File: src/drive_cmd_pkg.sv
// drive_cmd_pkg: command word layout, drive states and command codes
// assumes a single clock domain at 100 MHz
package drive_cmd_pkg;
   localparam logic [15:0] CMD_WORD_INDEX = 16'h6040;
   localparam logic [15:0] CMD_WORD_RESET = 16'h0000;
   localparam logic [15:0] CMD_WRITE_MASK = 16'hfbff;
   localparam int BIT_SWITCH_ON = 0;
   localparam int BIT_ENABLE_VOLTAGE = 1;
   localparam int BIT_QUICK_STOP = 2;
   localparam int BIT_ENABLE_OP = 3;
   localparam int BIT_FAULT_RESET = 7;
   localparam int BIT_HALT = 8;
   localparam int BIT_RESERVED = 10;
   localparam int BIT_ZERO_POS = 12;
   localparam int BIT_CANCEL = 13;
   localparam int BIT_UPDATE_ACTUAL = 14;
   localparam int BIT_REGISTRATION = 15;
   localparam logic [3:0] MODE_BITS_MASK = 4'hf;
   localparam logic [4:0] MFR_BITS_MASK = 5'h1f;

   typedef enum logic [2:0] {
      NOT_READY, SWITCH_ON_DISABLED, READY_TO_SWITCH_ON, SWITCHED_ON,
      OPERATION_ENABLED, QUICK_STOP_ACTIVE, FAULT_REACTION, FAULT
   } drive_state_e;

   typedef enum logic [2:0] {
      CMD_NONE, CMD_SHUTDOWN, CMD_SWITCH_ON, CMD_SWITCH_ON_ENABLE,
      CMD_DISABLE_VOLTAGE, CMD_QUICK_STOP
   } drive_cmd_e;
endpackage

File: src/drive_control_word_decoder.sv
// drive_control_word_decoder: command word register and power-stage state machine
// assumes process data writes and status inputs synchronous to clock
`timescale 1ns/10ps
module drive_control_word_decoder (
   // clock and reset
   input wire logic clock,
   input wire logic reset,
   // command word access
   input wire logic cmdWrite,
   input wire logic [15:0] cmdWriteData,
   output logic [15:0] cmdReadData,
   // drive status inputs
   input wire logic voltageReady,
   input wire logic faultDetected,
   input wire logic faultActive,
   input wire logic faultReactionDone,
   input wire logic actionDone,
   input wire logic cancelDone,
   input wire logic quickStopRestartable,
   input wire logic resumePossible,
   // drive controls
   output drive_cmd_pkg::drive_state_e driveState,
   output logic powerStageOn,
   output logic operationEnabled,
   output logic haltRamp,
   output logic motionResume,
   output logic faultClear,
   output logic cancelProgram,
   output logic updateDemand,
   output logic loadActualDemand,
   output logic zeroDemandPos,
   output logic zeroActualPos,
   output logic [3:0] modeBits,
   output logic [4:0] mfrBits
);
   typedef struct packed {
      logic [15:0] word;
      logic prevReset;
      logic prevHalt;
      logic pending;
      drive_cmd_pkg::drive_state_e target;
      drive_cmd_pkg::drive_state_e state;
      logic faultClear;
      logic haltRamp;
      logic motionResume;
      logic updateDemand;
      logic loadActual;
      logic zeroDemand;
      logic zeroActual;
      logic powerOn;
      logic opEnabled;
   } regs_s;

   regs_s r;
   regs_s next_r;
   drive_cmd_pkg::drive_cmd_e cmd;

   command_decode decoder (
      .word(r.word),
      .cmd(cmd)
   );

   always_comb begin
      next_r = r;
      next_r.faultClear = 1'b0;
      next_r.motionResume = 1'b0;
      next_r.updateDemand = 1'b0;
      next_r.zeroDemand = 1'b0;
      next_r.zeroActual = 1'b0;
      if (cmdWrite) begin
         next_r.word = cmdWriteData & drive_cmd_pkg::CMD_WRITE_MASK;
         next_r.updateDemand = 1'b1;
         next_r.loadActual = cmdWriteData[drive_cmd_pkg::BIT_UPDATE_ACTUAL];
         if (cmdWriteData[drive_cmd_pkg::BIT_ZERO_POS]) begin
            next_r.zeroDemand = cmdWriteData[drive_cmd_pkg::BIT_UPDATE_ACTUAL];
            next_r.zeroActual = !cmdWriteData[drive_cmd_pkg::BIT_UPDATE_ACTUAL];
         end
      end else if (cancelDone) begin
         next_r.word[drive_cmd_pkg::BIT_CANCEL] = 1'b0;
      end
      next_r.prevReset = r.word[drive_cmd_pkg::BIT_FAULT_RESET];
      next_r.prevHalt = r.word[drive_cmd_pkg::BIT_HALT];
      next_r.haltRamp = r.word[drive_cmd_pkg::BIT_HALT];
      if (r.prevHalt && !r.word[drive_cmd_pkg::BIT_HALT] && resumePossible) begin
         next_r.motionResume = 1'b1;
      end
      if (faultDetected && r.state != drive_cmd_pkg::FAULT
          && r.state != drive_cmd_pkg::FAULT_REACTION) begin
         next_r.state = drive_cmd_pkg::FAULT_REACTION;
         next_r.pending = 1'b0;
      end else if (r.pending) begin
         if (actionDone) begin
            next_r.state = r.target;
            next_r.pending = 1'b0;
         end
      end else begin
         case (r.state)
            drive_cmd_pkg::NOT_READY: begin
               if (voltageReady) next_r.state = drive_cmd_pkg::SWITCH_ON_DISABLED;
            end
            drive_cmd_pkg::SWITCH_ON_DISABLED: begin
               if (cmd == drive_cmd_pkg::CMD_SHUTDOWN) begin
                  next_r.state = drive_cmd_pkg::READY_TO_SWITCH_ON;
               end
            end
            drive_cmd_pkg::READY_TO_SWITCH_ON: begin
               if (cmd == drive_cmd_pkg::CMD_SWITCH_ON
                   || cmd == drive_cmd_pkg::CMD_SWITCH_ON_ENABLE) begin
                  next_r.state = drive_cmd_pkg::SWITCHED_ON;
               end else if (cmd == drive_cmd_pkg::CMD_DISABLE_VOLTAGE
                            || cmd == drive_cmd_pkg::CMD_QUICK_STOP) begin
                  next_r.state = drive_cmd_pkg::SWITCH_ON_DISABLED;
               end
            end
            drive_cmd_pkg::SWITCHED_ON: begin
               if (cmd == drive_cmd_pkg::CMD_SWITCH_ON_ENABLE) begin
                  next_r.state = drive_cmd_pkg::OPERATION_ENABLED;
               end else if (cmd == drive_cmd_pkg::CMD_SHUTDOWN) begin
                  next_r.state = drive_cmd_pkg::READY_TO_SWITCH_ON;
               end else if (cmd == drive_cmd_pkg::CMD_DISABLE_VOLTAGE
                            || cmd == drive_cmd_pkg::CMD_QUICK_STOP) begin
                  next_r.state = drive_cmd_pkg::SWITCH_ON_DISABLED;
               end
            end
            drive_cmd_pkg::OPERATION_ENABLED: begin
               next_r.pending = 1'b1;
               if (cmd == drive_cmd_pkg::CMD_SWITCH_ON) begin
                  next_r.target = drive_cmd_pkg::SWITCHED_ON;
               end else if (cmd == drive_cmd_pkg::CMD_SHUTDOWN) begin
                  next_r.target = drive_cmd_pkg::READY_TO_SWITCH_ON;
               end else if (cmd == drive_cmd_pkg::CMD_DISABLE_VOLTAGE) begin
                  next_r.target = drive_cmd_pkg::SWITCH_ON_DISABLED;
               end else if (cmd == drive_cmd_pkg::CMD_QUICK_STOP) begin
                  next_r.state = drive_cmd_pkg::QUICK_STOP_ACTIVE;
                  next_r.pending = 1'b0;
               end else begin
                  next_r.pending = 1'b0;
               end
            end
            drive_cmd_pkg::QUICK_STOP_ACTIVE: begin
               if (cmd == drive_cmd_pkg::CMD_SWITCH_ON_ENABLE && quickStopRestartable) begin
                  next_r.state = drive_cmd_pkg::OPERATION_ENABLED;
               end else if (cmd == drive_cmd_pkg::CMD_DISABLE_VOLTAGE || actionDone) begin
                  next_r.state = drive_cmd_pkg::SWITCH_ON_DISABLED;
               end
            end
            drive_cmd_pkg::FAULT_REACTION: begin
               if (faultReactionDone) next_r.state = drive_cmd_pkg::FAULT;
            end
            drive_cmd_pkg::FAULT: begin
               if (r.word[drive_cmd_pkg::BIT_FAULT_RESET] && !r.prevReset) begin
                  next_r.faultClear = 1'b1;
                  if (!faultActive) next_r.state = drive_cmd_pkg::SWITCH_ON_DISABLED;
               end
            end
            default: next_r.state = drive_cmd_pkg::NOT_READY;
         endcase
      end
      next_r.powerOn = next_r.state == drive_cmd_pkg::OPERATION_ENABLED
                       || next_r.state == drive_cmd_pkg::QUICK_STOP_ACTIVE;
      next_r.opEnabled = next_r.state == drive_cmd_pkg::OPERATION_ENABLED;
   end

   always_ff @(posedge clock or posedge reset) begin
      if (reset) begin
         r <= '0;
      end else begin
         r <= next_r;
      end
   end

   // outputs straight from flops
   assign cmdReadData = r.word;
   assign driveState = r.state;
   assign powerStageOn = r.powerOn;
   assign operationEnabled = r.opEnabled;
   assign haltRamp = r.haltRamp;
   assign motionResume = r.motionResume;
   assign faultClear = r.faultClear;
   assign cancelProgram = r.word[drive_cmd_pkg::BIT_CANCEL];
   assign updateDemand = r.updateDemand;
   assign loadActualDemand = r.loadActual;
   assign zeroDemandPos = r.zeroDemand;
   assign zeroActualPos = r.zeroActual;
   assign modeBits = {r.word[9], r.word[6:4]};
   assign mfrBits = r.word[15:11];

   a_reserved_zero: assert property (@(posedge clock) disable iff (reset)
      !cmdReadData[drive_cmd_pkg::BIT_RESERVED]) else $error("reserved bit set");
   a_reset_edge_only: assert property (@(posedge clock) disable iff (reset)
      faultClear |-> $past(r.word[drive_cmd_pkg::BIT_FAULT_RESET]) && !$past(r.prevReset))
      else $error("bad clear");
   a_no_repeat_clear: assert property (@(posedge clock) disable iff (reset)
      faultClear |=> !faultClear) else $error("repeated clear");
   a_fault_exit: assert property (@(posedge clock) disable iff (reset)
      $past(r.state) == drive_cmd_pkg::FAULT && r.state != drive_cmd_pkg::FAULT
      |-> !$past(faultActive)) else $error("left fault early");
   a_zero_pos: assert property (@(posedge clock) disable iff (reset)
      cmdWrite && cmdWriteData[drive_cmd_pkg::BIT_ZERO_POS]
      |=> zeroDemandPos == $past(cmdWriteData[drive_cmd_pkg::BIT_UPDATE_ACTUAL])
      && zeroActualPos != $past(cmdWriteData[drive_cmd_pkg::BIT_UPDATE_ACTUAL]))
      else $error("zero pos wrong");
   a_update_sel: assert property (@(posedge clock) disable iff (reset)
      cmdWrite |=> updateDemand
      && loadActualDemand == $past(cmdWriteData[drive_cmd_pkg::BIT_UPDATE_ACTUAL]))
      else $error("update wrong");
   a_cancel_clear: assert property (@(posedge clock) disable iff (reset)
      cancelDone && !cmdWrite |=> !cancelProgram) else $error("cancel held");
   a_halt_follow: assert property (@(posedge clock) disable iff (reset)
      ##1 haltRamp == $past(r.word[drive_cmd_pkg::BIT_HALT])) else $error("halt lag");
   a_wait_action: assert property (@(posedge clock) disable iff (reset)
      r.pending && !actionDone && !faultDetected |=> $stable(r.state))
      else $error("left early");
   c_enable: cover property (@(posedge clock) operationEnabled);
   c_fault_clear: cover property (@(posedge clock) faultClear);
   c_quick_stop: cover property (@(posedge clock) r.state == drive_cmd_pkg::QUICK_STOP_ACTIVE);
endmodule // drive_control_word_decoder

File: src/command_decode.sv
// command_decode: classifies the low command bits into a power-stage command
// assumes a combinational leaf used by drive_control_word_decoder
`timescale 1ns/10ps
module command_decode (
   // command word
   input wire logic [15:0] word,
   // decoded command
   output drive_cmd_pkg::drive_cmd_e cmd
);
   always_comb begin
      cmd = drive_cmd_pkg::CMD_NONE;
      if (word[drive_cmd_pkg::BIT_FAULT_RESET]) begin
         cmd = drive_cmd_pkg::CMD_NONE;
      end else if (!word[drive_cmd_pkg::BIT_ENABLE_VOLTAGE]) begin
         cmd = drive_cmd_pkg::CMD_DISABLE_VOLTAGE;
      end else if (!word[drive_cmd_pkg::BIT_QUICK_STOP]) begin
         cmd = drive_cmd_pkg::CMD_QUICK_STOP;
      end else if (!word[drive_cmd_pkg::BIT_SWITCH_ON]) begin
         cmd = drive_cmd_pkg::CMD_SHUTDOWN;
      end else if (word[drive_cmd_pkg::BIT_ENABLE_OP]) begin
         cmd = drive_cmd_pkg::CMD_SWITCH_ON_ENABLE;
      end else begin
         cmd = drive_cmd_pkg::CMD_SWITCH_ON;
      end
   end
endmodule // command_decode

File: config.mk
export PLATFORM = sky130hd
export DESIGN_NAME = drive_control_word_decoder
export DESIGN_NICKNAME = d
export VERILOG_FILES = /design/src/drive_cmd_pkg.sv /design/src/drive_control_word_decoder.sv /design/src/command_decode.sv
export SDC_FILE = /design/constraint.sdc
export NUM_CORES = 1
export LEC_CHECK = 0
export BUFFER_PORTS_ARGS = -buffer_cell sky130_fd_sc_hd__buf_4
export CAP_MARGIN = 20
export CORE_MARGIN = 5
export CORE_UTILIZATION = 41
export DETAILED_ROUTE_END_ITERATION = 6
export PLACE_DENSITY = 0.71
export RECOVER_POWER = 25
export REMOVE_ABC_BUFFERS = 1
export SYNTH_ARGS = -nofsm -noshare
export SYNTH_HDL_FRONTEND = slang
export SYNTH_SLANG_ARGS = --single-unit
File: constraint.sdc
create_clock -name clock -period 1.6 [get_ports clock]
set_input_delay 0.32 -clock clock [delete_from_list [all_inputs] [get_ports clock]]
set_output_delay 0.32 -clock clock [all_outputs]
set_load 0.05 [all_outputs]
=== Yosys cells after proc, flatten, opt, wreduce, memory -nomap -nowiden ===
Cells that the tools add are included.

* Output and inout bits: 38
* Register bits after elaboration: 32

* Reductions and logical operators: 17
* Equal/unequal tests: 16
* Multiplexer cells: 42
* Bitwise logic cells: 2

{| class="wikitable"
|+ Operator list
! operator !! count
|-
| $mux 3 || 24
|-
| $eq 3x3->1 const B || 8
|-
| $pmux 3 s8 || 1
|-
| $mux 1 || 13
|-
| $eq 3x2->1 const B || 4
|-
| $mux 4 || 3
|-
| $eq 3x1->1 const B || 2
|-
| $logic_and 1x1->1 || 6
|-
| $ne 3x3->1 const B || 2
|-
| $logic_or 1x1->1 || 4
|-
| $reduce_and 4->1 || 1
|-
| $logic_not 1->1 || 3
|-
| $logic_not 3->1 || 1
|-
| $reduce_bool 3->1 || 1
|-
| $mux 2 || 1
|-
| $not 1->1 || 2
|-
| $reduce_bool 2->1 || 1
|}

=== Logic depth before layout (Yosys ltp) ===
* Depth after elaboration: 15
* Depth in mapped cells: 6
* Depth with buffers taken out: 5

=== Cells and area by module ===
Synthesis repeated with hierarchy kept, for this count alone.

* Cells, all modules: 157
* Area total of the unflattened synthesis: 1669.1 um^2

{| class="wikitable"
|+ Modules (own cells, without submodules)
! module !! sequential area each (um^2) !! cells an instance !! times used !! area an instance (um^2)
|-
| drive_control_word_decoder || 750.7 || 152 || 1 || 1634.1
|-
| command_decode || 0.0 || 5 || 1 || 35.0
|}

=== Least setup slack after synthesis ===
No wires, ideal clock.

* Kind: flip-flop to flip-flop
* Start point: reg r, in the netlist cmdReadData[7]
* End point: reg r, in the netlist operationEnabled
* Path buffers: 1
* Arrival time: 1.304 ns
* Stages on the path, launching flop included: 7
* Required time: 1.480 ns
* Library setup time: 0.120 ns
* Setup slack: 0.176 ns
* Cell sequence: dfrtp_1 buf_4 nand3b_1 o21a_1 o41ai_2 nor3_2 o211a_1

{| class="wikitable"
|+ RTL lines
! what !! line !! source
|-
| start, declared || drive_control_word_decoder.sv:54 || <nowiki>regs_s r;</nowiki>
|-
| start signal, assigned || drive_control_word_decoder.sv:168 || <nowiki>r <= next_r;</nowiki>
|}

==> impl_metrics.xml <==
<?xml version="1.0" encoding="UTF-8"?>
<metrics>
  <group name="final_layout">
    <metric name="diodes" unit="">0</metric>
    <metric name="layout_commonest_cell" unit="">sky130_fd_sc_hd__buf_4</metric>
    <metric name="fin_nets" unit="">229</metric>
    <metric name="area_growth_syn_to_layout" unit="%">29.22</metric>
    <metric name="final_cell_area" unit="µm²">2097</metric>
    <metric name="layout.cells.most_common_list" unit="">sky130_fd_sc_hd__buf_4 (69), sky130_fd_sc_hd__dfrtp_1 (26), sky130_fd_sc_hd__mux2_2 (13), sky130_fd_sc_hd__nand2_1 (11), sky130_fd_sc_hd__nor2_1 (11)</metric>
    <metric name="drive_above_1_share" unit="%">51.23</metric>
    <metric name="stdcell_count" unit="">251</metric>
  </group>
  <group name="cts">
    <metric name="htree_num_levels" unit="">2</metric>
    <metric name="clock-sinks" unit="">30</metric>
    <metric name="cts-root-buf" unit="">sky130_fd_sc_hd__clkbuf_8</metric>
    <metric name="cts_buffers" unit="">5</metric>
    <metric name="clock_tree_from_tritoncts" unit="">done</metric>
    <metric name="clock_latency" unit="ns">0.28</metric>
    <metric name="cts_hold_buf" unit="">0</metric>
    <metric name="clkTransAtPathRegs" unit="ns">0.06</metric>
    <metric name="cts_buffer_depth" unit="">2</metric>
  </group>
  <group name="logic_synthesis">
    <metric name="synthesis.area" unit="µm²">1623</metric>
    <metric name="synth_seq_cells" unit="">30</metric>
    <metric name="seq_total_area_yosys" unit="%">46.26</metric>
    <metric name="synth_area_per_cell" unit="µm²">10.47</metric>
    <metric name="synth_xor_area_share" unit="%">0</metric>
    <metric name="ys_top_cells_by_area" unit="">sky130_fd_sc_hd__dfrtp_1 (46%), sky130_fd_sc_hd__buf_4 (14%), sky130_fd_sc_hd__mux2_2 (9.0%), sky130_fd_sc_hd__nand2_1 (2.5%), sky130_fd_sc_hd__nor2_1 (2.5%)</metric>
    <metric name="synth-compound-area-share" unit="%">13.26</metric>
    <metric name="synth_largest_area_cell" unit="">sky130_fd_sc_hd__dfrtp_1</metric>
    <metric name="syn_inst" unit="">155</metric>
    <metric name="synth_simple_gate_area_share" unit="%">13.26</metric>
    <metric name="largest_family_of_logic_cells_by_synthesized_area" unit="">buffers and inverters</metric>
    <metric name="yosysWarnings" unit="">0</metric>
    <metric name="synth-adder-area-share" unit="%">0</metric>
    <metric name="post_synth_num_cell_types" unit="">43</metric>
    <metric name="netlist.area_leader.share" unit="%">46.26</metric>
    <metric name="synthMuxAreaShare" unit="%">10.33</metric>
  </group>
  <group name="critical_path">
    <metric name="setup.worst_path.start_class" unit="">register</metric>
    <metric name="path_class" unit="">reg -&gt; reg</metric>
    <metric name="crit_path_max_incr_delay" unit="ns">0.46</metric>
    <metric name="worst_path_dominant_cell_family" unit="">compound AO/OA/AOI/OAI gates</metric>
    <metric name="standard_cell_with_the_maximum_stage_delay_on_the_critical_path" unit="">sky130_fd_sc_hd__dfrtp_2</metric>
    <metric name="timing.critical_path.from" unit="">cmdReadData[7]$_DFFE_PP0P_</metric>
    <metric name="critical_path.n_buffers_inverters" unit="">0</metric>
    <metric name="worst_setup_path_end_kind" unit="">register</metric>
    <metric name="timing.critical_path.cells" unit="">nand3b_4 &gt; nor2_1 &gt; nand2_1 &gt; a311oi_1 &gt; o211a_1</metric>
    <metric name="cp.arrival" unit="ns">1.75</metric>
    <metric name="timing.reg2reg.setup_slack" unit="ns">0.06</metric>
    <metric name="reg2reg_to" unit="">operationEnabled$_DFF_PP0_</metric>
    <metric name="path_max_fanout" unit="">8</metric>
    <metric name="r2r-start" unit="">cmdReadData[7]$_DFFE_PP0P_</metric>
    <metric name="crit_required" unit="ns">1.82</metric>
    <metric name="register_to_register_path_depth" unit="">5</metric>
  </group>
  <group name="drt">
    <metric name="vias" unit="">1244</metric>
    <metric name="detail-route-antenna-nets" unit="">0</metric>
    <metric name="avgViaCountPerCell" unit="">4.956</metric>
    <metric name="route.final.wire_length" unit="µm">3639</metric>
    <metric name="drt-wirelength-per-cell" unit="µm">14.50</metric>
    <metric name="firstDrtPassIters" unit="">4</metric>
    <metric name="post-route-drc-count" unit="">0</metric>
    <metric name="drt_iter0_markers" unit="">42</metric>
  </group>
  <group name="floorplan">
    <metric name="die_h" unit="µm">72.92</metric>
    <metric name="core_area" unit="µm²">3744</metric>
    <metric name="io_pins" unit="">65</metric>
    <metric name="design.die.area" unit="µm²">5317</metric>
    <metric name="placement_rows" unit="">22</metric>
    <metric name="die_w" unit="µm">72.92</metric>
    <metric name="starting_utilization_of_the_core_area" unit="%">43.35</metric>
  </group>
  <group name="timing">
    <metric name="final_min_period_over_clock_period" unit="%">95.95</metric>
    <metric name="final.min_clock_period" unit="ns">1.535</metric>
    <metric name="final_hold_viol_count" unit="">0</metric>
    <metric name="slew_headroom" unit="%">35.24</metric>
    <metric name="grt_setup_unrepaired" unit="">true</metric>
    <metric name="hold_ws" unit="ns">0.1975</metric>
    <metric name="slew_violations" unit="">0</metric>
    <metric name="fmax" unit="GHz">0.6514</metric>
    <metric name="fin_skew" unit="ns">0.005285</metric>
    <metric name="slew_of_the_pin_with_the_lowest_slew_margin" unit="ns">0.9714</metric>
    <metric name="setup_tns" unit="ns">0</metric>
    <metric name="setup_viol_count_final" unit="">0</metric>
  </group>
  <group name="global_routing">
    <metric name="gr-max-usage-layer" unit="">met2</metric>
    <metric name="antenna_violations_before_repair" unit="">0</metric>
    <metric name="grt_util_met3" unit="%">6.887</metric>
    <metric name="grtUsageMet1" unit="%">17.63</metric>
    <metric name="grt_start_max_net_pins" unit="">20</metric>
    <metric name="globalRoute.totalOverflow" unit="">0</metric>
    <metric name="global_route_wire_length_before_repair" unit="µm">6003</metric>
    <metric name="globalRouteTotalUtil" unit="%">14.82</metric>
    <metric name="first_global_vias" unit="">1331</metric>
    <metric name="grtUsageMet2" unit="%">23.05</metric>
  </group>
  <group name="pwr">
    <metric name="internal_power" unit="mW">1.836</metric>
    <metric name="swShare" unit="%">42.18</metric>
    <metric name="leakage" unit="nW">1.021</metric>
    <metric name="seq_power_share" unit="%">33.8</metric>
    <metric name="clockPowerShare" unit="%">19.5</metric>
    <metric name="p_comb_share" unit="%">46.8</metric>
    <metric name="power.density" unit="nW/µm²">1514</metric>
    <metric name="ir_worst_vdd" unit="V">0.0008402</metric>
    <metric name="power.switching" unit="mW">1.339</metric>
  </group>
  <group name="hold_path">
    <metric name="timing.hold.worst.start" unit="">cmdWriteData[14]</metric>
    <metric name="worst_hold_path_type" unit="">in -&gt; reg</metric>
    <metric name="whs_endpoint" unit="">zeroActualPos$_DFF_PP0_</metric>
    <metric name="min_path_cells" unit="">2</metric>
  </group>
  <group name="place">
    <metric name="place.port_buffers" unit="">62</metric>
    <metric name="dp.cells" unit="">241</metric>
    <metric name="gp_congestion" unit="">0.8467</metric>
    <metric name="placed_cell_area" unit="µm²">1979</metric>
    <metric name="dp.final_hpwl" unit="µm">2830</metric>
  </group>
  <group name="run">
    <metric name="max_cap_violations" unit="">0</metric>
  </group>
  <group name="run_status">
    <metric name="run_status" unit="">finished, final reports clean</metric>
  </group>
</metrics>
==> metal layers <==
layer | part of all wire [%] | routed length, µm
met5 | 0 | 0
met4 | 1.3 | 48
met3 | 12 | 431
met2 | 46 | 1680
met1 | 41 | 1478
==> worst reg2reg max path, stage by stage, from the launching register on <==
cell	delay [ns]
sky130_fd_sc_hd__dfrtp_2	0.46
sky130_fd_sc_hd__nand3b_4	0.21
sky130_fd_sc_hd__nor2_1	0.13
sky130_fd_sc_hd__nand2_1	0.06
sky130_fd_sc_hd__a311oi_1	0.40
sky130_fd_sc_hd__o211a_1	0.21
==> flip-flops by register name, summed over array words and instances (netlist names) <==
name and count:
zeroDemandPos 1, operationEnabled 1, r 4, zeroActualPos 1
driveState 3, motionResume 1, haltRamp 1, updateDemand 1
faultClear 1, cmdReadData 15, powerStageOn 1
==> metrics by stage <==
| step | power, mW | setup WS [ns] | utilization [%] |
|---|---|---|---|
| detailed placement | 2.489 | -0.005461 | 52.87 |
| floorplan | 1.969 | -0.2136 | - |
| global route | 3.359 | -0.008654 | 56.02 |
| global placement | 2.470 | 0.01077 | 52.87 |
| CTS | 3.120 | 0.0007805 | 55.35 |
| finish | 3.176 | 0.06486 | 56.02 |
==> power by group through the flow <==
stage	combinational, mW	clock, mW	sequential (mW)
after floorplan	0.479	0	1.49
after global placement	1.39	0	1.08
after detailed placement	1.41	0	1.08
after CTS	1.41	0.639	1.07
after global routing	1.58	0.676	1.10
final	1.48	0.618	1.07
==> worst max-delay path by stage <==
stage | endpoint | slack [ns] | depth (start not counted)
finish | operationEnabled$_DFF_PP0_ | 0.06 | 5
global route | operationEnabled$_DFF_PP0_ | -0.009 | 5
CTS | operationEnabled$_DFF_PP0_ | 0.0008 | 5
detailed placement | operationEnabled$_DFF_PP0_ | -0.005 | 5
global placement | operationEnabled$_DFF_PP0_ | 0.01 | 5
floorplan | operationEnabled$_DFF_PP0_ | -0.21 | 5
==> cell families after synthesis <==
family,count (synthesis)
buf+inv,41
simple gates,40
mux,15
flops,30
other cells,1
compound gates,28
==> what timing repair did <==
item / 4_1_cts / 5_1_grt
pin swaps: 0 / 1
setup buffers: 0 / 2
gates resized for setup: 1 / 9
endpoints found under the setup margin: 1 / 6
==> synth_stat cells (all sizes together) <==
master / n
nor2: 11
and3: 1
nand2b: 1
o22a: 1
nor2b: 2
a22o: 1
o41ai: 1
a31o: 1
dfrtp: 30
a21boi: 3
a311oi: 1
nor3: 3
a211o: 1
and2: 1
nand3: 2
o2111ai: 2
inv: 7
buf: 34
or2: 1
a21oi: 3
nand3b: 4
nor4: 1
o21a: 1
o21bai: 1
o21ai: 8
o211a: 1
mux2i: 1
nor3b: 1
a211oi: 2
nand2: 11
a21o: 1
mux2: 14
conb: 1
nor4b: 1
==> layout make-up <==
class,count,area [µm²]
repair buffers,74,541.8
multi-input cells,84,621.8
well taps,48,60.06
inverters,7,26.28
flip-flops and latches,30,755.7
fillers,353,1647
clock inverters,1,5.005
clock buffers,7,86.33
No activity file was read; power rests on OpenSTA's default activity.
